### src/hw/urft_defines.svh
`ifndef URFT_DEFINES_SVH
`define URFT_DEFINES_SVH

// Register byte offsets on the APB bus.
`define URFT_OFS_CTRL 12'h000
`define URFT_OFS_IEN 12'h004
`define URFT_OFS_ISTAT 12'h008
`define URFT_OFS_FRAME 12'h00c
`define URFT_OFS_DADDR 12'h010
`define URFT_OFS_EPCSR 12'h014
`define URFT_OFS_EPIST 12'h018
`define URFT_OFS_EPTCR 12'h01c
`define URFT_OFS_EPCFG 12'h020
`define URFT_OFS_EPIEN 12'h024

// Interrupt status and enable bit positions.
`define URFT_BIT_SOF 1
`define URFT_BIT_URST 2
`define URFT_BIT_SUSP 4
`define URFT_BIT_ESOF 5

// Frame tracking field positions.
`define URFT_HOST_FRAME_NUMBER_MSB 10
`define URFT_LOCK_BIT 16
`define URFT_MISSED_FRAME_COUNT_LSB 17
`define URFT_MISSED_FRAME_COUNT_MSB 18

// Reset values.
`define URFT_EPCSR_RST 32'h0000_0002
`define URFT_ZERO_RST 32'h0000_0000

// Frame period of 1 ms, counted in 100 ns cycles.
`define URFT_FRAME_US 1000
`define URFT_CLK_NS 100
`define URFT_FRAME_CYC ((`URFT_FRAME_US * 1000) / `URFT_CLK_NS)
`define URFT_ESOF_LIMIT 3

`endif

### src/hw/urft_pkg.sv
package urft_pkg;

  typedef enum logic [1:0] {
    URFT_PS_IDLE = 2'b00,
    URFT_PS_ACTIVE = 2'b01,
    URFT_PS_HALT = 2'b10
  } urft_pstate_type;

  typedef struct packed {
    logic [31:0] ctrl;
    logic [31:0] ien;
    logic bus_reset_flag;
    logic frame_start_flag;
    logic missed_frame_flag;
    logic suspend_flag;
    logic [1:0] missed_frame_count;
    logic [1:0] esof_run;
    logic frame_lock_flag;
    logic [10:0] host_frame_number;
    logic [6:0] device_address_field;
    logic [31:0] epcsr;
    logic [31:0] epist;
    logic [31:0] eptcr;
    logic [31:0] epcfg;
    logic [31:0] epien;
    logic [13:0] frame_timer;
    urft_pstate_type pstate;
    logic [2:0] rst_sync;
    logic rst_seen;
    logic [31:0] prdata;
    logic pready;
    logic pslverr;
    logic irq;
    logic traffic_en;
  } urft_state_type;

endpackage : urft_pkg

### src/hw/urft_top.sv
// Behaviour
// - Bus reset detection sets bus reset flag.
// - Bus reset restarts protocol state; enable-gated interrupt.
// - Traffic blocked while bus reset flag set.
// - Global registers survive a bus reset.
// - Endpoint status, interrupt, count registers reset.
// - Endpoint configuration and enables survive reset.
// - Writing one clears reset, frame-start flags.
// - Received start-of-frame sets frame-start flag.
// - Missed-frame flag set increments missed count.
// - Received start-of-frame clears missed count.
// - Start-of-frame before timer expiry sets lock.
// - While locked, capture received frame number.
// - No start-of-frame within 1 ms clears lock.
// - Writable seven-bit address field, resets zero.
// - Bus reset clears the device address.
// - Missed frame sets flag; enable-gated interrupt.
// - Three consecutive misses set suspend flag.
`timescale 1ns/1ps
`include "urft_defines.svh"

module urft_top #(
  parameter int FRAME_CYCLES = `URFT_FRAME_CYC
) (
  // Clock and reset.
  input wire logic pclk,
  input wire logic presetn,
  // APB slave.
  input wire logic psel,
  input wire logic penable,
  input wire logic pwrite,
  input wire logic [11:0] paddr,
  input wire logic [31:0] pwdata,
  output logic [31:0] prdata,
  output logic pready,
  output logic pslverr,
  // Link events from the packet engine, on pclk.
  input wire logic usb_reset_pin,
  input wire logic sof_valid,
  input wire logic [10:0] sof_frame_number,
  // Outputs to the rest of the controller.
  output logic irq,
  output logic traffic_en,
  output logic [6:0] device_address,
  output logic [1:0] protocol_state
);

  if (FRAME_CYCLES < 2 || FRAME_CYCLES > 16383) begin : g_bad_frame_cycles
    $error("FRAME_CYCLES out of range");
  end

  urft_pkg::urft_state_type s_r;
  urft_pkg::urft_state_type s_nxt;

  function automatic logic hit(input logic [11:0] a, input logic [11:0] o);
    hit = (a == o);
  endfunction : hit

  logic wr_en;
  logic rd_en;
  logic bus_rst_evt;
  logic frame_expire;
  logic esof_evt;
  logic [31:0] istat;
  logic [31:0] frame_reg;

  assign wr_en = psel && penable && pwrite && !s_r.pready;
  assign rd_en = psel && penable && !pwrite && !s_r.pready;
  assign bus_rst_evt = s_r.rst_sync[1] && !s_r.rst_seen;
  assign frame_expire = (s_r.frame_timer == 14'(FRAME_CYCLES - 1));
  assign esof_evt = frame_expire && !sof_valid;

  always_comb begin
    istat = 32'h0000_0000;
    istat[`URFT_BIT_SOF] = s_r.frame_start_flag;
    istat[`URFT_BIT_URST] = s_r.bus_reset_flag;
    istat[`URFT_BIT_SUSP] = s_r.suspend_flag;
    istat[`URFT_BIT_ESOF] = s_r.missed_frame_flag;
    frame_reg = 32'h0000_0000;
    frame_reg[`URFT_HOST_FRAME_NUMBER_MSB:0] = s_r.host_frame_number;
    frame_reg[`URFT_LOCK_BIT] = s_r.frame_lock_flag;
    frame_reg[`URFT_MISSED_FRAME_COUNT_MSB:`URFT_MISSED_FRAME_COUNT_LSB] = s_r.missed_frame_count;
  end

  always_comb begin
    s_nxt = s_r;
    // The pin is asynchronous, so it passes two flip-flops first.
    s_nxt.rst_sync = {s_r.rst_sync[1:0], usb_reset_pin};
    s_nxt.rst_seen = s_r.rst_sync[1];
    // One-wait answer: pready rises for one cycle, in the second cycle of the access phase.
    s_nxt.pready = psel && penable && !s_r.pready;
    s_nxt.pslverr = 1'b0;
    s_nxt.prdata = 32'h0000_0000;

    if (sof_valid) begin
      s_nxt.frame_timer = 14'h0000;
    end else if (frame_expire) begin
      s_nxt.frame_timer = 14'h0000;
    end else begin
      s_nxt.frame_timer = s_r.frame_timer + 14'h0001;
    end

    // Software side: writes first, so hardware events below win.
    if (wr_en) begin
      unique case (paddr)
        `URFT_OFS_CTRL: s_nxt.ctrl = pwdata;
        `URFT_OFS_IEN: s_nxt.ien = pwdata;
        `URFT_OFS_ISTAT: begin
          if (pwdata[`URFT_BIT_URST]) s_nxt.bus_reset_flag = 1'b0;
          if (pwdata[`URFT_BIT_SOF]) s_nxt.frame_start_flag = 1'b0;
          if (pwdata[`URFT_BIT_SUSP]) s_nxt.suspend_flag = 1'b0;
          // Missed-frame flag only accepts a written zero.
          if (!pwdata[`URFT_BIT_ESOF]) s_nxt.missed_frame_flag = 1'b0;
        end
        `URFT_OFS_DADDR: s_nxt.device_address_field = pwdata[6:0];
        `URFT_OFS_EPCSR: s_nxt.epcsr = pwdata;
        `URFT_OFS_EPIST: s_nxt.epist = s_r.epist & ~pwdata;
        `URFT_OFS_EPTCR: s_nxt.eptcr = pwdata;
        `URFT_OFS_EPCFG: s_nxt.epcfg = pwdata;
        `URFT_OFS_EPIEN: s_nxt.epien = pwdata;
        default: s_nxt.pslverr = 1'b1;
      endcase
    end else if (rd_en) begin
      unique case (paddr)
        `URFT_OFS_CTRL: s_nxt.prdata = s_r.ctrl;
        `URFT_OFS_IEN: s_nxt.prdata = s_r.ien;
        `URFT_OFS_ISTAT: s_nxt.prdata = istat;
        `URFT_OFS_FRAME: s_nxt.prdata = frame_reg;
        `URFT_OFS_DADDR: s_nxt.prdata = {25'h0, s_r.device_address_field};
        `URFT_OFS_EPCSR: s_nxt.prdata = s_r.epcsr;
        `URFT_OFS_EPIST: s_nxt.prdata = s_r.epist;
        `URFT_OFS_EPTCR: s_nxt.prdata = s_r.eptcr;
        `URFT_OFS_EPCFG: s_nxt.prdata = s_r.epcfg;
        `URFT_OFS_EPIEN: s_nxt.prdata = s_r.epien;
        default: s_nxt.pslverr = 1'b1;
      endcase
    end

    if (sof_valid) begin
      s_nxt.frame_start_flag = 1'b1;
      s_nxt.missed_frame_count = 2'b00;
      s_nxt.esof_run = 2'b00;
      if (!frame_expire) s_nxt.frame_lock_flag = 1'b1;
      if (s_r.frame_lock_flag) begin
        s_nxt.host_frame_number = sof_frame_number;
      end
      if (s_r.pstate == urft_pkg::URFT_PS_IDLE) begin
        s_nxt.pstate = urft_pkg::URFT_PS_ACTIVE;
      end
    end else if (esof_evt) begin
      s_nxt.frame_lock_flag = 1'b0;
      s_nxt.missed_frame_flag = 1'b1;
      // The two-bit count rolls over rather than saturating.
      s_nxt.missed_frame_count = s_r.missed_frame_count + 2'b01;
      if (s_r.esof_run == 2'(`URFT_ESOF_LIMIT - 1)) begin
        s_nxt.suspend_flag = 1'b1;
        s_nxt.esof_run = 2'b00;
      end else begin
        s_nxt.esof_run = s_r.esof_run + 2'b01;
      end
    end

    // Global, enable and frame registers are left alone here.
    if (bus_rst_evt) begin
      s_nxt.bus_reset_flag = 1'b1;
      s_nxt.pstate = urft_pkg::URFT_PS_IDLE;
      s_nxt.epcsr = `URFT_EPCSR_RST;
      s_nxt.epist = `URFT_ZERO_RST;
      s_nxt.eptcr = `URFT_ZERO_RST;
      s_nxt.device_address_field = 7'h00;
    end

    // Traffic stays off until software has acknowledged the reset.
    s_nxt.traffic_en = !s_nxt.bus_reset_flag;
    s_nxt.irq = (s_r.ien[`URFT_BIT_URST] && s_r.bus_reset_flag) ||
      (s_r.ien[`URFT_BIT_ESOF] && s_r.missed_frame_flag) ||
      (s_r.ien[`URFT_BIT_SOF] && s_r.frame_start_flag) ||
      (s_r.ien[`URFT_BIT_SUSP] && s_r.suspend_flag);
  end

  always_ff @(posedge pclk or negedge presetn) begin
    if (!presetn) begin
      s_r <= '0;
      s_r.epcsr <= `URFT_EPCSR_RST;
      s_r.pstate <= urft_pkg::URFT_PS_IDLE;
      s_r.traffic_en <= 1'b1;
    end else begin
      s_r <= s_nxt;
    end
  end

  assign prdata = s_r.prdata;
  assign pready = s_r.pready;
  assign pslverr = s_r.pslverr;
  assign irq = s_r.irq;
  assign traffic_en = s_r.traffic_en;
  assign device_address = s_r.device_address_field;
  assign protocol_state = s_r.pstate;

  a_reset_flag_set: assert property (
    @(posedge pclk) disable iff (!presetn)
    bus_rst_evt |=> s_r.bus_reset_flag)
    else $error("bus reset flag not set");

  a_reset_state: assert property (
    @(posedge pclk) disable iff (!presetn)
    bus_rst_evt |=> protocol_state == urft_pkg::URFT_PS_IDLE)
    else $error("protocol state not restarted");

  a_irq_gate: assert property (
    @(posedge pclk) disable iff (!presetn)
    s_r.ien == 32'h0000_0000 |=> !irq)
    else $error("interrupt raised with all enables off");

  a_reset_irq: assert property (
    @(posedge pclk) disable iff (!presetn)
    s_r.ien[`URFT_BIT_URST] && s_r.bus_reset_flag |=> irq)
    else $error("enabled bus reset gave no interrupt");

  // Same cycle on purpose: a clear and the re-enable land on one edge.
  a_traffic_block: assert property (
    @(posedge pclk) disable iff (!presetn)
    s_r.bus_reset_flag |-> !traffic_en)
    else $error("traffic enabled during bus reset");

  a_ien_keep: assert property (
    @(posedge pclk) disable iff (!presetn)
    bus_rst_evt && !wr_en |=> $stable(s_r.ien))
    else $error("enable register changed by bus reset");

  a_ctrl_keep: assert property (
    @(posedge pclk) disable iff (!presetn)
    bus_rst_evt && !wr_en |=> $stable(s_r.ctrl))
    else $error("control register changed by bus reset");

  a_frame_keep: assert property (
    @(posedge pclk) disable iff (!presetn)
    bus_rst_evt && !sof_valid && !esof_evt |=>
      $stable(s_r.host_frame_number) && $stable(s_r.missed_frame_count))
    else $error("frame register changed by bus reset");

  a_ep_reset: assert property (
    @(posedge pclk) disable iff (!presetn)
    bus_rst_evt |=> s_r.epcsr == `URFT_EPCSR_RST &&
      s_r.epist == `URFT_ZERO_RST && s_r.eptcr == `URFT_ZERO_RST)
    else $error("endpoint registers not reset");

  a_epcfg_keep: assert property (
    @(posedge pclk) disable iff (!presetn)
    bus_rst_evt && !wr_en |=> $stable(s_r.epcfg) && $stable(s_r.epien))
    else $error("endpoint config changed by bus reset");

  a_w1c_sof: assert property (
    @(posedge pclk) disable iff (!presetn)
    wr_en && hit(paddr, `URFT_OFS_ISTAT) && pwdata[`URFT_BIT_SOF] &&
      !sof_valid |=> !s_r.frame_start_flag)
    else $error("frame start flag not cleared");

  a_w1c_reset: assert property (
    @(posedge pclk) disable iff (!presetn)
    wr_en && hit(paddr, `URFT_OFS_ISTAT) && pwdata[`URFT_BIT_URST] &&
      !bus_rst_evt |=> !s_r.bus_reset_flag)
    else $error("bus reset flag not cleared");

  a_w0_keep: assert property (
    @(posedge pclk) disable iff (!presetn)
    wr_en && hit(paddr, `URFT_OFS_ISTAT) && !pwdata[`URFT_BIT_URST] &&
      s_r.bus_reset_flag |=> s_r.bus_reset_flag)
    else $error("bus reset flag lost on a written zero");

  a_sof_flag: assert property (
    @(posedge pclk) disable iff (!presetn)
    sof_valid |=> s_r.frame_start_flag && s_r.missed_frame_count == 2'h0)
    else $error("start of frame not recorded");

  a_miss_count: assert property (
    @(posedge pclk) disable iff (!presetn)
    esof_evt |=> s_r.missed_frame_count ==
      2'($past(s_r.missed_frame_count) + 1))
    else $error("missed count not incremented");

  a_miss_wrap: assert property (
    @(posedge pclk) disable iff (!presetn)
    esof_evt && s_r.missed_frame_count == 2'h3 |=>
      s_r.missed_frame_count == 2'h0)
    else $error("missed count did not wrap");

  a_lock_set: assert property (
    @(posedge pclk) disable iff (!presetn)
    sof_valid && !frame_expire |=> s_r.frame_lock_flag)
    else $error("lock not set on timely start of frame");

  a_host_frame_number_load: assert property (
    @(posedge pclk) disable iff (!presetn)
    sof_valid && s_r.frame_lock_flag
    |=> s_r.host_frame_number == $past(sof_frame_number))
    else $error("frame number not captured");

  a_lock_drop: assert property (
    @(posedge pclk) disable iff (!presetn)
    esof_evt |=> !s_r.frame_lock_flag && s_r.missed_frame_flag)
    else $error("lock not dropped on missed frame");

  a_addr_write: assert property (
    @(posedge pclk) disable iff (!presetn)
    wr_en && hit(paddr, `URFT_OFS_DADDR) && !bus_rst_evt |=>
      device_address == $past(pwdata[6:0]))
    else $error("address write not taken");

  a_addr_clear: assert property (
    @(posedge pclk) disable iff (!presetn)
    bus_rst_evt |=> device_address == 7'h00)
    else $error("address not cleared on bus reset");

  a_miss_irq: assert property (
    @(posedge pclk) disable iff (!presetn)
    s_r.ien[`URFT_BIT_ESOF] && s_r.missed_frame_flag |=> irq)
    else $error("enabled missed frame gave no interrupt");

  a_suspend_set: assert property (
    @(posedge pclk) disable iff (!presetn)
    esof_evt && s_r.esof_run == 2'h2 |=> s_r.suspend_flag)
    else $error("suspend flag not set on third miss");

endmodule : urft_top

### config.mk
export PLATFORM = sky130hd
export DESIGN_NAME = urft_top
export DESIGN_NICKNAME = d
export VERILOG_FILES = /design/src/hw/urft_pkg.sv /design/src/hw/urft_top.sv
export VERILOG_INCLUDE_DIRS = /design/src /design/src/hw
export SDC_FILE = /design/constraint.sdc
export NUM_CORES = 1
export LEC_CHECK = 0
export BUFFER_PORTS_ARGS = -buffer_cell sky130_fd_sc_hd__buf_4
export CORE_MARGIN = 4
export CORE_UTILIZATION = 60
export DETAILED_ROUTE_END_ITERATION = 8
export PLACE_DENSITY = 0.8
export SLEW_MARGIN = 20
export SYNTH_ARGS = -nofsm -noshare
export SYNTH_HDL_FRONTEND = slang
export SYNTH_SLANG_ARGS = --single-unit
### constraint.sdc
create_clock -name pclk -period 2.5 [get_ports pclk]
set_input_delay 0.625 -clock pclk [delete_from_list [all_inputs] [get_ports pclk]]
set_output_delay 0.625 -clock pclk [all_outputs]
set_load 0.01 [all_outputs]
==> run summary <==
The number of nets in the synthesized netlist is 1215. For the count of different cell masters after synthesis, the log shows 56. The initial standard-cell utilization of the core was 0.609. The congestion estimate from routability-driven global placement came to 0.989. The final design utilization was 0.714; the area of the die was 25400 um2. In this run the tool buffered the top-level ports with 105 buffer cells. For the wire length of the first global-routing pass, the log shows 57800 um. The floorplan step set the die width to 159 um. The part of the cycle the worst path needs works out to 0.782. The setup TNS was 0 ps. In this run the deepest clock path goes through 3 buffers.

The pin count of the biggest net entering global routing was 61; the cell area after technology mapping was 13800 um2. The shortest clock period the worst path allows after layout is 1960 ps. At the pin with the least slew margin, the transition time is 581 ps. The mean instance size in the synthesized netlist is 12.0 um2.

For this design the ratio of total power to cell area is 645 nW/um2. The critical path class is in2reg. The number of enable-type register cells in the synthesized netlist is 0. Row generation in the floorplan step produced 55 rows. Proportion of netlist area held by the largest area contributor: 0.551. The number of levels in the clock H-tree came out at 1. The fraction of layout instances using a drive strength above 1 works out to 0.332. The most common cell in the synthesized netlist is sky130_fd_sc_hd__dfrtp_1. The data required time at the worst endpoint is 2920 ps.

The number of hold buffers added after CTS was 0. Setup repair after global routing left no endpoint under its margin. In this run the worst hold path is classified as in2async. The detailed-placement wirelength estimate was 22800 um; the average detailed-routed wire length per instance was 23.1 um.

The logs give 0 for the count of yosys warnings during synthesis and 0 for the leftover overflow at the end of global routing. The post-synthesis cell type with the largest combined area is sky130_fd_sc_hd__dfrtp_1. The tools report the maximum operating frequency as 511 MHz. The tools report the number of antenna violations at the first check in global routing as 0. Sorting the synthesized cells by area gives the leading types as sky130_fd_sc_hd__dfrtp_1, sky130_fd_sc_hd__mux2_2, sky130_fd_sc_hd__mux4_2. The run finished with clean final reports. Data arrives at the worst endpoint at 2380 ps. TritonCTS built the clock tree. The die span in y came out at 159 um. The tools report the first-pass iteration count of the detailed router as 5.

The share of synthesized area occupied by flip-flops and latches is 0.555. Nature of the critical path startpoint: a primary input. The number of global-route vias before repair was 10693; the post-detailed-route DRC marker count was 0. The tool flagged a number of max-cap violations equal to 0. The clock buffer count from CTS was 31.

The clock reaches the later pin of the worst-skew pair after 560 ps. The tree is rooted in a sky130_fd_sc_hd__clkbuf_16. STA classifies the critical path endpoint as a register. The repair_antennas step left the layout with diodes totalling 0. Wires add up to 35800 um. Relative to the synthesized area, the layout overhead comes to 17.3%. In this run, post-CTS repair resized a total of 0 instances. CTS saw 305 sinks.

Pre-CTS setup slack: -4.33 ps. The count of mapped cells out of synthesis was 1150. The remaining antenna violation count after routing is 0. The post-synthesis sequential element count is 305.

The top flip-flop cell by instance count after synthesis was sky130_fd_sc_hd__dfrtp_1. 107 I/O pins were placed. After clock tree synthesis, the clock-pin slew on the worst setup and hold paths is 70 ps. The aggregate global-route resource usage is 0.283, and the setup clock skew after layout is 18.6 ps. Using the TritonRoute via totals, the vias-per-cell ratio works out to 6.35.

The maximum ir drop on the vdd rail is 492 uV, and the final count of negative-setup-slack endpoints is 0. The final-report max-slew violation count was 0; the final worst slack was 545 ps. The fraction of registers with async set/reset is 1.00. After clock tree synthesis, the setup repair step added 0 buffers. The run gives 1137 as the violation count after the first detailed-route iteration. The number of flip-flops in the largest register came out at 241. Counting instances in the post-synthesis netlist gives the leading cell types as sky130_fd_sc_hd__dfrtp_1, sky130_fd_sc_hd__nand2_1, sky130_fd_sc_hd__mux2_2, sky130_fd_sc_hd__a21oi_1, sky130_fd_sc_hd__nor2_1. For the static leakage power, the log shows 7.50 nW. After floorplanning, the core was sized to cover 22600 um2.

For this run, the post-layout net count is 1307. The tightest slew margin relative to the limit is 0.612. For the total number of vias, the log shows 9853.

The count of final hold-check violations is 0, and the largest fanout on the critical path is 21.
## path summary, 6_finish.rpt
path / start / endpoint / slack (ps) / cells after the start
setup / recovery: paddr[9] / s_r[143] / 540 / 7
hold / removal: presetn / s_r[121] / 6 / 1
setup reg to reg: s_r[42] / s_r[235] / 560 / 8
hold reg to reg: s_nxt[38] / s_nxt[36] / 350 / 0
max in group asynchronous: presetn / s_r[201] / 1710 / 2
min in group pclk: usb_reset_pin / s_nxt[38] / 190 / 1
## cell families (layout without fill, tap and decap cells)
kind of cell / count (synthesis) / count (layout) / share of synthesized area
flip-flops: 305 / 305 / 0.555
AND/OR/NAND/NOR: 274 / 274 / 0.0949
AO/OA/AOI/OAI: 229 / 229 / 0.108
multiplexers: 191 / 191 / 0.179
buffers and inverters: 137 / 253 / 0.0530
XOR/XNOR: 10 / 10 / 0.00637
adder cells (fa/ha/maj): 3 / 3 / 0.00273
other: 1 / 1 / 0.000273
## through the flow
| step | power, mW | std cells | instance area, um2 | hold slack, ps |
|---|---|---|---|---|
| floorplan | 5.31 | 1150 | 13800 | 329 |
| global placement | 5.67 | 1494 | 15100 | 333 |
| detailed placement | 5.68 | 1494 | 15100 | 345 |
| CTS | 10.5 | 1551 | 16100 | 11.0 |
| global route | 10.7 | 1551 | 16100 | 25.8 |
| finish | 10.4 | 1551 | 16100 | 6.04 |
## report_power, final
part | switching, mW | internal (mW)
sequential | 0.0371 | 4.99
clock | 1.92 | 2.88
combinational | 0.371 | 0.204
## layer usage
layer	wire length, um	part of all wire	global-route usage	up-vias
met2	17500	0.49	0.472	491
met3	2870	0.080	0.0564	110
li1	-	-	-	4239
met1	14300	0.40	0.374	5013
met4	1200	0.033	0.106	0
met5	0	0	0	-
## critical path, stage by stage
cell and delay (ps):
sky130_fd_sc_hd__buf_4 120, sky130_fd_sc_hd__or4_1 660, sky130_fd_sc_hd__nor3_1 360, sky130_fd_sc_hd__nand3_1 160, sky130_fd_sc_hd__buf_4 260, sky130_fd_sc_hd__nand2_1 110
sky130_fd_sc_hd__a21oi_1 70
## area by class of cell
| type | instances | area [um2] |
|---|---|---|
| Sequential cell | 305 | 7630 |
| Fill cell | 1482 | 6450 |
| Multi-Input combinational cell | 708 | 5450 |
| Timing Repair Buffer | 171 | 1530 |
| Clock buffer | 40 | 840 |
| Tap cell | 285 | 357 |
| Clock inverter | 17 | 223 |
| Inverter | 25 | 93.8 |
## placed cells by master, fill, tap and decap left out, drive strengths merged, types with 3 or more instances in the layout
master and count:
a22oi 34, mux4 30, ha 3, xor2 6, a21o 4, a31oi 20, and2 3, a22o 26
nand3 11, or3 3, nor4 5, nor2 44, a21oi 99, bufinv 5, nor3 17, mux2i 17
clkbuf 40, nand2 165, dfrtp 303, inv 26, mux2 144, nor4b 4, buf 171, nand4 4
nand2b 3, xnor2 4, o22ai 19, o21ai 19, clkinv 9, and3 6
Power figures use the tool's default switching activity.
